`src/rtl/cluster_consts.vh`:
```
// constants for the logic cluster cell array
`ifndef CLUSTER_CONSTS_VH
`define CLUSTER_CONSTS_VH

// ----------------------------------------------------------------
// geometry
// ----------------------------------------------------------------
`define CL_CELLS        10
`define CL_ROW_CLKS     8
`define CL_LOCAL_LINES  8
`define CL_LUT_BITS     16
`define CL_CFG_BITS     17

// ----------------------------------------------------------------
// register map, byte offsets, and page codes for address bits 7:6
// ----------------------------------------------------------------
`define CL_CTL0_OFF     8'h00
`define CL_CTL1_OFF     8'h04
`define CL_STATE_OFF    8'h08
`define CL_LUT_PAGE     2'b01
`define CL_CFG_PAGE     2'b10

// ----------------------------------------------------------------
// control select fields, 4 bits each: bit3 local, bits2:0 index; CL_B_BOTHEDGE is a single bit
// ----------------------------------------------------------------
`define CL_F_CLK1       0
`define CL_F_ENA1       4
`define CL_F_CLK2       8
`define CL_F_ENA2       12
`define CL_F_ACLR1      16
`define CL_F_ACLR2      20
`define CL_F_SCLR       24
`define CL_F_ALOAD      28
`define CL_F_SLOAD      0
`define CL_F_ADDSUB     4
`define CL_B_BOTHEDGE   8

// ----------------------------------------------------------------
// cell configuration bits
// ----------------------------------------------------------------
`define CL_B_MODE_LO    0
`define CL_B_PAIR       2
`define CL_B_CLRSEL     3
`define CL_B_CLRUSE     4
`define CL_B_ALDUSE     5
`define CL_B_SCLRUSE    6
`define CL_B_SLDUSE     7
`define CL_B_IN3CARRY   8
`define CL_B_PACK       9
`define CL_B_LUTCHAIN   10
`define CL_B_REGCHAIN   11
`define CL_B_ARITH      12
`define CL_B_OUTA       13
`define CL_B_OUTB       14
`define CL_B_OUTL       15
`define CL_B_CHAINEND   16

// ----------------------------------------------------------------
// register kinds and reset values
// ----------------------------------------------------------------
`define CL_FF_D         2'h0
`define CL_FF_T         2'h1
`define CL_FF_JK        2'h2
`define CL_FF_SR        2'h3
`define CL_CTL0_RST     32'h0000_0000
`define CL_CTL1_RST     32'h0000_0000
`define CL_LUT_RST      16'h0000
`define CL_CFG_RST      17'h0_0000

`endif

```
`src/rtl/logic_cluster.v`:
```
// logic cluster of ten cells with wishbone configuration port
//
// Our own choices: the register addresses and the Wishbone slave port.
`timescale 1ns/10ps
`include "cluster_consts.vh"

module logic_cluster #(
    parameter CELLS = `CL_CELLS
) (
    input  wire                  clk_i,
    input  wire                  rst_i,
    input  wire [7:0]            wb_adr_i,
    input  wire [31:0]           wb_dat_i,
    input  wire [3:0]            wb_sel_i,
    input  wire                  wb_we_i,
    input  wire                  wb_cyc_i,
    input  wire                  wb_stb_i,
    output reg  [31:0]           wb_dat_o,
    output reg                   wb_ack_o,
    input  wire [7:0]            row_clk_i,
    input  wire [7:0]            local_ctl_i,
    input  wire [4*CELLS-1:0]    cell_data_i,
    input  wire                  carry_in_zero_chain_i,
    input  wire                  carry_in_one_chain_i,
    input  wire                  cluster_carry_i,
    input  wire                  lut_chain_i,
    input  wire                  reg_chain_i,
    output reg  [CELLS-1:0]      out_a_o,
    output reg  [CELLS-1:0]      out_b_o,
    output reg  [CELLS-1:0]      out_local_o,
    output reg                   lut_chain_o,
    output reg                   reg_chain_o,
    output reg                   carry_out_o
);

// ----------------------------------------------------------------
// functions
// ----------------------------------------------------------------
function sel_line;
    input [3:0] f;
    input [7:0] row;
    input [7:0] loc;
    begin
        sel_line = f[3] ? loc[f[2:0]] : row[f[2:0]];
    end
endfunction

function [31:0] merge;
    input [31:0] old;
    input [31:0] nw;
    input [3:0]  sel;
    integer      b;
    begin
        merge = old;
        for (b = 0; b < 4; b = b + 1) begin
            if (sel[b])
                merge[8*b +: 8] = nw[8*b +: 8];
        end
    end
endfunction

// ----------------------------------------------------------------
// row clock synchroniser
// ----------------------------------------------------------------
reg  [7:0]              row_s1_r;
reg  [7:0]              row_s2_r;

always @(posedge clk_i) begin
    if (rst_i) begin
        row_s1_r <= 8'h00;
        row_s2_r <= 8'h00;
    end else begin
        row_s1_r <= row_clk_i;
        row_s2_r <= row_s1_r;
    end
end

// ----------------------------------------------------------------
// configuration registers
// ----------------------------------------------------------------
reg  [31:0]             ctl0_r;
reg  [31:0]             ctl1_r;
reg  [`CL_LUT_BITS-1:0] lut_r [0:CELLS-1];
reg  [`CL_CFG_BITS-1:0] cfg_r [0:CELLS-1];
wire [CELLS-1:0]        q_w;
wire [CELLS-1:0]        lut_w;
wire [CELLS:0]          carry_w;

// ----------------------------------------------------------------
// cluster-wide control selection
// ----------------------------------------------------------------
wire clk1_lvl  = sel_line(ctl0_r[`CL_F_CLK1 +: 4], row_s2_r,
                          local_ctl_i);
wire ena1_lvl  = sel_line(ctl0_r[`CL_F_ENA1 +: 4], row_s2_r,
                          local_ctl_i);
wire clk2_lvl  = sel_line(ctl0_r[`CL_F_CLK2 +: 4], row_s2_r,
                          local_ctl_i);
wire ena2_lvl  = sel_line(ctl0_r[`CL_F_ENA2 +: 4], row_s2_r,
                          local_ctl_i);
wire aclr1_lvl = sel_line(ctl0_r[`CL_F_ACLR1 +: 4], row_s2_r,
                          local_ctl_i);
wire aclr2_lvl = sel_line(ctl0_r[`CL_F_ACLR2 +: 4], row_s2_r,
                          local_ctl_i);
wire sclr_lvl  = sel_line(ctl0_r[`CL_F_SCLR +: 4], row_s2_r,
                          local_ctl_i);
wire aload_lvl = sel_line(ctl0_r[`CL_F_ALOAD +: 4], row_s2_r,
                          local_ctl_i);
wire sload_lvl = sel_line(ctl1_r[`CL_F_SLOAD +: 4], row_s2_r,
                          local_ctl_i);
wire sub_lvl   = sel_line(ctl1_r[`CL_F_ADDSUB +: 4], row_s2_r,
                          local_ctl_i);
wire both_edge = ctl1_r[`CL_B_BOTHEDGE];

reg  [1:0]              clk_prev_r;

always @(posedge clk_i) begin
    if (rst_i)
        clk_prev_r <= 2'b00;
    else
        clk_prev_r <= {clk2_lvl, clk1_lvl};
end

// clock event gated by its own enable
wire ev1 = clk1_lvl & ~clk_prev_r[0] & ena1_lvl;
wire ev2_edge = both_edge ? (~clk2_lvl & clk_prev_r[1])
                          : (clk2_lvl & ~clk_prev_r[1]);
wire ev2 = ev2_edge & ena2_lvl;

// lsb carry in: forced high on subtract
assign carry_w[0] = sub_lvl ? 1'b1 :
                    (cluster_carry_i ? carry_in_one_chain_i
                                     : carry_in_zero_chain_i);

wire [CELLS-1:0] lut_prev = {lut_w[CELLS-2:0], lut_chain_i};
wire [CELLS-1:0] reg_prev = {q_w[CELLS-2:0], reg_chain_i};

// ----------------------------------------------------------------
// logic cells
// ----------------------------------------------------------------
genvar i;
generate
    for (i = 0; i < CELLS; i = i + 1) begin : g_cell
        wire [3:0]  d   = cell_data_i[4*i +: 4];
        wire [16:0] c   = cfg_r[i];
        wire [15:0] tbl = lut_r[i];
        wire        cin = carry_w[i];
        reg         q_r;
        reg         q_nxt;
        wire        in0 = c[`CL_B_LUTCHAIN] ? lut_prev[i]
                                            : d[0];
        wire        in1 = d[1];
        wire        in2 = c[`CL_B_PACK] ? q_r :
                          (c[`CL_B_CHAINEND] ? sub_lvl : d[2]);
        wire        in3 = c[`CL_B_IN3CARRY] ? cin : d[3];
        wire        sub = sub_lvl & (c[`CL_B_ARITH] |
                          c[`CL_B_CHAINEND]);
        wire        bop = d[1] ^ sub;
        wire        sum = in0 ^ bop ^ cin;
        wire        cout = (in0 & bop) | (cin & (in0 ^ bop));
        wire        lut = tbl[{in3, in2, in1, in0}];
        wire        ev  = c[`CL_B_PAIR] ? ev2 : ev1;
        wire        aclr = c[`CL_B_CLRUSE] &
                           (c[`CL_B_CLRSEL] ? aclr2_lvl : aclr1_lvl);
        wire        ald = c[`CL_B_ALDUSE] & aload_lvl;
        wire        dsrc = c[`CL_B_REGCHAIN] ? reg_prev[i]
                                             : lut_w[i];

        assign lut_w[i] = c[`CL_B_ARITH] ? sum : lut;
        assign carry_w[i+1] = c[`CL_B_ARITH] ? cout : cin;
        assign q_w[i] = q_r;

        always @* begin
            case (c[`CL_B_MODE_LO +: 2])
                `CL_FF_D:  q_nxt = dsrc;
                `CL_FF_T:  q_nxt = q_r ^ dsrc;
                `CL_FF_JK: q_nxt = (dsrc & ~q_r) | (~d[1] & q_r);
                `CL_FF_SR: q_nxt = dsrc ? 1'b1 : (d[1] ? 1'b0 : q_r);
                default:   q_nxt = dsrc;
            endcase
        end

        always @(posedge clk_i) begin
            if (rst_i)
                q_r <= 1'b0;
            else if (aclr)
                q_r <= 1'b0;
            else if (ald)
                q_r <= d[3];
            else if (ev) begin
                if (c[`CL_B_SCLRUSE] & sclr_lvl)
                    q_r <= 1'b0;
                else if (c[`CL_B_SLDUSE] & sload_lvl)
                    q_r <= d[3];
                else
                    q_r <= q_nxt;
            end
        end
    end
endgenerate

// ----------------------------------------------------------------
// cell outputs
// ----------------------------------------------------------------
integer k;

always @(posedge clk_i) begin
    if (rst_i) begin
        out_a_o     <= {CELLS{1'b0}};
        out_b_o     <= {CELLS{1'b0}};
        out_local_o <= {CELLS{1'b0}};
        lut_chain_o <= 1'b0;
        reg_chain_o <= 1'b0;
        carry_out_o <= 1'b0;
    end else begin
        for (k = 0; k < CELLS; k = k + 1) begin
            out_a_o[k]     <= cfg_r[k][`CL_B_OUTA] ? q_w[k]
                                                   : lut_w[k];
            out_b_o[k]     <= cfg_r[k][`CL_B_OUTB] ? q_w[k]
                                                   : lut_w[k];
            out_local_o[k] <= cfg_r[k][`CL_B_OUTL] ? q_w[k]
                                                   : lut_w[k];
        end
        lut_chain_o <= lut_w[CELLS-1];
        reg_chain_o <= q_w[CELLS-1];
        carry_out_o <= carry_w[CELLS];
    end
end

// ----------------------------------------------------------------
// wishbone slave
// ----------------------------------------------------------------
wire        req     = wb_cyc_i & wb_stb_i & ~wb_ack_o;
wire        wr      = req & wb_we_i;
wire [3:0]  cidx    = wb_adr_i[5:2];
wire        cell_ok = (cidx < CELLS);
wire        lut_hit = (wb_adr_i[7:6] == `CL_LUT_PAGE) & cell_ok;
wire        cfg_hit = (wb_adr_i[7:6] == `CL_CFG_PAGE) & cell_ok;
reg  [31:0] rd_nxt;
reg  [31:0] old_w;
integer     n;

// byte-merged write word for the narrow per-cell registers
wire [31:0] wr_merged = merge(old_w, wb_dat_i, wb_sel_i);

always @* begin
    rd_nxt = 32'h0000_0000;
    old_w  = 32'h0000_0000;
    if (wb_adr_i == `CL_CTL0_OFF)
        rd_nxt = ctl0_r;
    else if (wb_adr_i == `CL_CTL1_OFF)
        rd_nxt = ctl1_r;
    else if (wb_adr_i == `CL_STATE_OFF)
        rd_nxt = {6'h00, lut_w, 6'h00, q_w};
    else if (lut_hit)
        rd_nxt = {16'h0000, lut_r[cidx]};
    else if (cfg_hit)
        rd_nxt = {15'h0000, cfg_r[cidx]};
    old_w = rd_nxt;
end

always @(posedge clk_i) begin
    if (rst_i) begin
        wb_ack_o <= 1'b0;
        wb_dat_o <= 32'h0000_0000;
        ctl0_r   <= `CL_CTL0_RST;
        ctl1_r   <= `CL_CTL1_RST;
        for (n = 0; n < CELLS; n = n + 1) begin
            lut_r[n] <= `CL_LUT_RST;
            cfg_r[n] <= `CL_CFG_RST;
        end
    end else begin
        wb_ack_o <= req;
        wb_dat_o <= req ? rd_nxt : 32'h0000_0000;
        if (wr && wb_adr_i == `CL_CTL0_OFF)
            ctl0_r <= merge(ctl0_r, wb_dat_i, wb_sel_i);
        if (wr && wb_adr_i == `CL_CTL1_OFF)
            ctl1_r <= merge(ctl1_r, wb_dat_i, wb_sel_i) & 32'h0000_01ff;
        if (wr && lut_hit)
            lut_r[cidx] <= wr_merged[`CL_LUT_BITS-1:0];
        if (wr && cfg_hit)
            cfg_r[cidx] <= wr_merged[`CL_CFG_BITS-1:0];
    end
end

endmodule // logic_cluster

```
`config.mk`:
```
export PLATFORM = sky130hd
export DESIGN_NAME = logic_cluster
export DESIGN_NICKNAME = d
export VERILOG_FILES = /design/src/rtl/logic_cluster.v
export VERILOG_INCLUDE_DIRS = /design/src /design/src/rtl
export SDC_FILE = /design/constraint.sdc
export NUM_CORES = 1
export LEC_CHECK = 0
export BUFFER_PORTS_ARGS = -buffer_cell sky130_fd_sc_hd__buf_2
export CAP_MARGIN = 20
export CORE_MARGIN = 3
export CORE_UTILIZATION = 55
export CTS_CLUSTER_DIAMETER = 60
export CTS_CLUSTER_SIZE = 8
export DETAILED_ROUTE_END_ITERATION = 8
export MAX_ROUTING_LAYER = met4
export PLACE_DENSITY = 0.75
export SKIP_CTS_REPAIR_TIMING = 1
export SLEW_MARGIN = 30
export SYNTH_ARGS = -nofsm -noshare
export SYNTH_HDL_FRONTEND = slang
export SYNTH_SLANG_ARGS = --single-unit
```
`constraint.sdc`:
```
create_clock -name clk_i -period 28.3 [get_ports clk_i]
set_clock_uncertainty 0.1 [all_clocks]
set_input_delay 1.415 -clock clk_i [delete_from_list [all_inputs] [get_ports clk_i]]
set_output_delay 1.415 -clock clk_i [all_outputs]
set_load 0.02 [all_outputs]
```
==> results of run 1 <==
[worst paths after layout]
kind	start	endpoint	slack, ps
max	local_ctl_i[7]	g_cell[9].q_r	11370
min reg2reg	row_s1_r[0]	row_s2_r[0]	340
min	row_s1_r[0]	row_s2_r[0]	340
max reg2reg	ctl1_r[6]	g_cell[9].q_r	11530
[cell usage after synthesis, drive strengths merged (7+ instances only)]
cell type  instances
mux4             127
clkbuf           133
or2               21
o22ai             21
o21ai            102
inv              117
edfxtp           330
a311oi             8
and2              19
mux2              47
a211oi            26
o21bai             7
xnor2              8
o211ai            12
a21oi            146
nor2             451
a31oi             15
nor3              18
a41oi              7
dfxtp            135
and3              23
buf               26
ha                30
nand2b            49
nand3             68
a22o              16
mux2i            126
or3                8
a221o             10
nand3b             8
nand4              8
a32oi             11
fa                11
o31ai             13
nand2            184
nor2b             42
a22oi             22
[registers in the layout, summed over array words and instances, names as in the netlist, 9 cells and up]
name,flops
cfg_r,170
lut_r,160
ctl0_r,32
wb_dat_o,32
g_cell.q_r,10
out_a_o,10
out_b_o,10
out_local_o,10
ctl1_r,9
[final cells by class]
| type | count | area [µm²] | share of cell area |
|---|---|---|---|
| clock inverters | 12 | 174 | 0.00582 |
| multi-input cells | 1754 | 12800 | 0.429 |
| well taps | 607 | 759 | 0.0254 |
| clock buffers | 101 | 1890 | 0.0632 |
| flip-flops and latches | 465 | 12600 | 0.422 |
| inverters | 117 | 439 | 0.0147 |
| repair buffers | 216 | 1190 | 0.0400 |
| diodes | 1 | 2.50 | 0.0000837 |
[power by group through the flow]
stage               clock network [µW]  registers, µW  logic (µW)
floorplan                            0            783         156
global placement                     0            786         243
detailed placement                   0            787         247
CTS                                791            774         249
global route                       821            776         271
finish                             788            775         257
[critical path, delay by kind of cell]
family | cells | cell delay, ps
muxes | 4 | 950
and+or+nand+nor | 19 | 3120
xor gates and xnor gates | 1 | 350
AOI/OAI and AO/OA | 21 | 6220
adders and majority gates | 9 | 4660
buffers and inverters | 6 | 620
[metal layers]
layer | part of all wire | vias to the layer above | wire length, µm | track usage
met5 | 0 | - | 0 | -
met4 | 0.059 | 0 | 5560 | 0.182
met3 | 0.13 | 346 | 12000 | 0.100
met2 | 0.44 | 1652 | 41400 | 0.554
met1 | 0.37 | 10800 | 34800 | 0.487
li1 | - | 9438 | - | -
[kinds of logic after synthesis]
logic type,Yosys count,share of synthesized area
and+or+nand+nor,920,0.157
AOI/OAI and AO/OA,483,0.123
DFF,465,0.478
muxes,300,0.177
buffers and inverters,276,0.0402
adders and majority gates,41,0.0226
xor gates and xnor gates,10,0.00332
[stage by stage]
step / cell area (µm²) / power (µW) / setup WS [ps] / util
after CTS: 29900 / 1810 / 11720 / 0.636
after floorplan: 26400 / 939 / 14030 / -
after global routing: 29900 / 1870 / 10300 / 0.636
after detailed placement: 27800 / 1030 / 11120 / 0.592
final: 29900 / 1820 / 11370 / 0.636
after global placement: 27800 / 1030 / 11780 / 0.592
==> key figures, run 1 <==
Status
  – Outcome: finished, final reports clean

Critical path
  – Worst R2R Path Depth: 59
  – Worst EP required: 28730 ps
  – Crit path kind: primary input to register
  – Worst setup SP type: primary input
  – Crit path largest cell delay: 690 ps
  – Worst EP arrival: 17360 ps
  – Crit Path Max Fanout: 11
  – Most used cell along the critical path: fa_1
  – CP Capture Type: register
  – Slowest CP cell: fa_1

Cells and area
  – Most frequent cells in the layout: nor2_1 (449), edfxtp_1 (330), nand2_1 (184)
  – Fillcell total: 3656
  – Layout area overhead: 13.2%
  – Nets: 2775
  – Final cell count without fillers: 3273
  – Most common cell after layout, fill and taps aside: nor2_1
  – Share of layout cells above drive strength 1: 0.201

Logic synthesis
  – Ys Warns: 0
  – Post-synthesis instance area: 0.0264 mm²
  – Yosys cell types: 101
  – Synth top area share: 0.375
  – Leading area contributor after synthesis: edfxtp_1
  – Mapped Cells: 2495
  – Post-synth EDFFs: 330
  – Post-synth top flop: edfxtp_1
  – Syn_nets: 2646
  – Ys async rst share: 0
  – Avg Inst Size Synth: 10.6 µm²
  – Share of the yosys chip area belonging to registers: 0.478
  – Synth top area cells: edfxtp_1 (38%), mux4_2 (11%), dfxtp_1 (10%), nor2_1 (6.4%), mux2i_1 (4.7%)
  – Synthesis-stage register bit count: 465

Floorplan
  – Initial Util: 0.562
  – Placeable Area: 0.0470 mm²
  – IO Count: 176
  – Die area: 0.0507 mm²
  – Die H: 225 µm
  – Number of core rows: 79
  – Die X: 225 µm

Drt
  – Final routed DRC violation total: 0
  – Vias: 22300
  – Drt total wl: 93800 µm
  – Wire length per cell: 28.6 µm
  – Detailed Routing Iterations Pass 1: 9
  – Initial DRC Count: 3522
  – Via/cell ratio: 6.80
  – Post-route ant nets: 0

Timing
  – Slew Limit Fails: 0
  – TNS Setup: 0 ps
  – Final Setup Violations: 0
  – Hold Violations, Final: 0
  – Crit share post-route: 0.598
  – Slew @ Worst Pin: 1030 ps
  – Hold slack: 343 ps
  – Slew margin rel.: 0.310
  – Tmin final: 16930 ps
  – RSZ-0062 raised after global routing: false
  – Max Clock Freq: 0.0591 GHz

Global route
  – First-pass GRT wire length: 136000 µm
  – GRT overflow: 0
  – Number of global-route vias before repair: 21200
  – Gr usage total: 0.376
  – Initial antenna violation count: 1
  – Largest net degree at the start of global routing: 70

Place
  – GP Congestion: 1.03
  – DP HPWL: 68300 µm
  – Dpl cells: 3159
  – Port Buffers: 175

Power
  – Sw Share: 0.271
  – Clk network pwr share: 0.433
  – Max VDD drop: 40.6 µV
  – PD cells: 60.9 mW/mm²
  – Internal: 1330 µW
  – Seq pwr share: 0.426
  – Combinational share of power: 0.141
  – P_sw: 493 µW
  – Leakage power: 0.0112 µW

Clock network
  – CTS root buf: clkbuf_16
  – # clock sinks: 465
  – Deepest clock path buffer count: 3
  – Clock slew at reported path FFs: 50 ps
  – CTS tree: yes
  – Htree depth: 3
  – Clock latency at the later pin of the worst-skew pair: 620 ps
  – TritonCTS Buffers: 70

Worst hold path
  – Hold WC Path Type: register to register
  – Worst hold path depth: 1

Job
  – Max cap viols: 0
Power figures use the tool's default switching activity.
==> inputs of run 2 (changes only) <==
clock period = 17.5 ns   (was 28.3 ns; I/O delays follow)
==> key figures, run 2 (synthesized netlist as in run 1, its figures left out) <==
Status
  – Outcome: finished, final reports clean (unchanged)

Timing
  – Final Setup Violations: 0 (unchanged)
  – Slew Limit Fails: 0 (unchanged)
  – TNS Setup: 0 ps (unchanged)
  – Max Clock Freq: 0.0616 GHz
  – Crit share post-route: 0.927
  – Hold Violations, Final: 0 (unchanged)
  – Tmin final: 16220 ps
  – Slew @ Worst Pin: 1020 ps (was 1030 ps)
  – Slew margin rel.: 0.316 (was 0.310)
  – Setup ws final: 1280 ps (was 11370 ps)
  – RSZ-0062 raised after global routing: false (unchanged)

Cells and area
  – Nets: 2773 (was 2775)
  – Most common cell after layout, fill and taps aside: nor2_1 (unchanged)
  – Most flop-heavy register: cfg_r (unchanged)
  – Share of layout cells above drive strength 1: 0.202 (was 0.201)
  – Layout area overhead: 13.4% (was 13.2%)
  – Final Core Density: 0.638 (was 0.636)
  – Max reg flops: 170 (unchanged)
  – Largest regs: cfg_r x170, lut_r x160 (unchanged)
  – Most frequent cells in the layout: nor2_1 (449), edfxtp_1 (330), nand2_1 (184) (unchanged)

Power
  – Seq pwr share: 0.422 (was 0.426)
  – P_sw: 810 µW (was 493 µW)
  – Clk network pwr share: 0.436 (was 0.433)
  – Max VDD drop: 94.4 µV (was 40.6 µV)
  – Internal: 2160 µW (was 1330 µW)
  – Leakage power: 0.0113 µW (was 0.0112 µW)
  – Sw Share: 0.272 (was 0.271)
  – PD cells: 99.2 mW/mm² (was 60.9 mW/mm²)
  – Combinational share of power: 0.142 (was 0.141)

Floorplan
  – Initial Util: 0.562 (unchanged)
  – Die H: 225 µm (unchanged)
  – IO Count: 176 (unchanged)
  – Die area: 0.0507 mm² (unchanged)
  – Number of core rows: 79 (unchanged)
  – Die X: 225 µm (unchanged)
  – Placeable Area: 0.0470 mm² (unchanged)

Global route
  – GRT overflow: 0 (unchanged)
  – Initial antenna violation count: 0 (was 1)
  – First-pass GRT wire length: 139000 µm (was 136000 µm)
  – Number of global-route vias before repair: 21200 (about the same)
  – Largest net degree at the start of global routing: 75 (was 70)
  – Gr usage total: 0.390 (was 0.376)

Critical path
  – Crit path largest cell delay: 680 ps (was 690 ps)
  – Crit Path Max Fanout: 11 (unchanged)
  – CP Capture Type: register (unchanged)
  – Worst setup SP type: register (was primary input)
  – Slowest CP cell: fa_1 (unchanged)
  – Worst EP arrival: 16660 ps (was 17360 ps)
  – Most used cell along the critical path: fa_1 (unchanged)
  – Worst EP required: 17940 ps (was 28730 ps)
  – Crit path kind: register to register (was primary input to register)
  – CP bufs+invs: 5 (was 6)
  – Crit-path leading delay family: compound AO/OA/AOI/OAI gates (unchanged)

Clock network
  – TritonCTS Buffers: 70 (unchanged)
  – # clock sinks: 465 (unchanged)
  – CTS tree: yes (unchanged)
  – Clock latency at the later pin of the worst-skew pair: 630 ps (was 620 ps)
  – Htree depth: 3 (unchanged)
  – Clock slew at reported path FFs: 50 ps (about the same)
  – CTS root buf: clkbuf_16 (unchanged)
  – Deepest clock path buffer count: 3 (unchanged)

Place
  – Pre-CTS setup slack: 637 ps (was 11120 ps)
  – DP HPWL: 71200 µm (was 68300 µm)
  – Port Buffers: 175 (unchanged)
  – GP Congestion: 0.989 (was 1.03)

Drt
  – Via/cell ratio: 6.78 (was 6.80)
  – Wire length per cell: 29.5 µm (was 28.6 µm)
  – Initial DRC Count: 3388 (was 3522)
  – Vias: 22200 (was 22300)
  – Post-route ant nets: 0 (unchanged)
  – Drt total wl: 96700 µm (was 93800 µm)
  – Final routed DRC violation total: 0 (unchanged)
  – Detailed Routing Iterations Pass 1: 8 (was 9)

Worst hold path
  – Hold WC Path Type: register to register (unchanged)

Job
  – Max cap viols: 0 (unchanged)
run 2: cell count changes in the layout (fill, tap and decap cells not counted), moves of 2 or more:
cell      delta
nand2b_2     +2
clkinv_8     +3
buf_4        -2
nand2b_1     -2
clkbuf_1     +4
inv_6        -3
run 2: stage by stage:
| stage | power [µW] | hold WS, ps | instance area (µm²) | instances |
|---|---|---|---|---|
| after floorplan | 1520 | 314 | 26400 | 2495 |
| after global placement | 1670 | 349 | 27800 | 3157 |
| after detailed placement | 1680 | 334 | 27800 | 3157 |
| after CTS | 2960 | 354 | 29900 | 3274 |
| after global routing | 3050 | 356 | 29900 | 3274 |
| final | 2970 | 355 | 30000 | 3276 |
run 2: layout make-up:
cell class,instances,area [µm²]
Sequential cell,465,12600
Clock buffer,107,1940
Clock inverter,10,173
Antenna cell,2,5.00
Inverter,117,439
Timing Repair Buffer,214,1180
Fill cell,3725,17000
Tap cell,607,759
Multi-Input combinational cell,1754,12800
run 2: final timing paths:
path	startpoint	end	slack (ps)	cells after the start
max	ctl1_r[6]	g_cell[9].q_r	1280	59
min	row_s1_r[3]	row_s2_r[3]	350	1
max reg2reg	ctl1_r[6]	g_cell[9].q_r	1280	59
min reg2reg	row_s1_r[3]	row_s2_r[3]	350	1
run 2: layer usage:
| metal | vias up | global-route usage | routed length, µm |
|---|---|---|---|
| met1 | 10800 | 0.525 | 36700 |
| met3 | 297 | 0.112 | 13300 |
| met5 | - | - | 0 |
| met2 | 1688 | 0.555 | 41800 |
| met4 | 0 | 0.165 | 4920 |
| li1 | 9436 | - | - |
run 2: power groups by stage:
stage	sequential [µW]	combinational [µW]	clock, µW
global route	1260	446	1350
floorplan	1270	252	0
global placement	1270	401	0
detailed placement	1270	406	0
CTS	1250	409	1300
finish	1250	422	1300
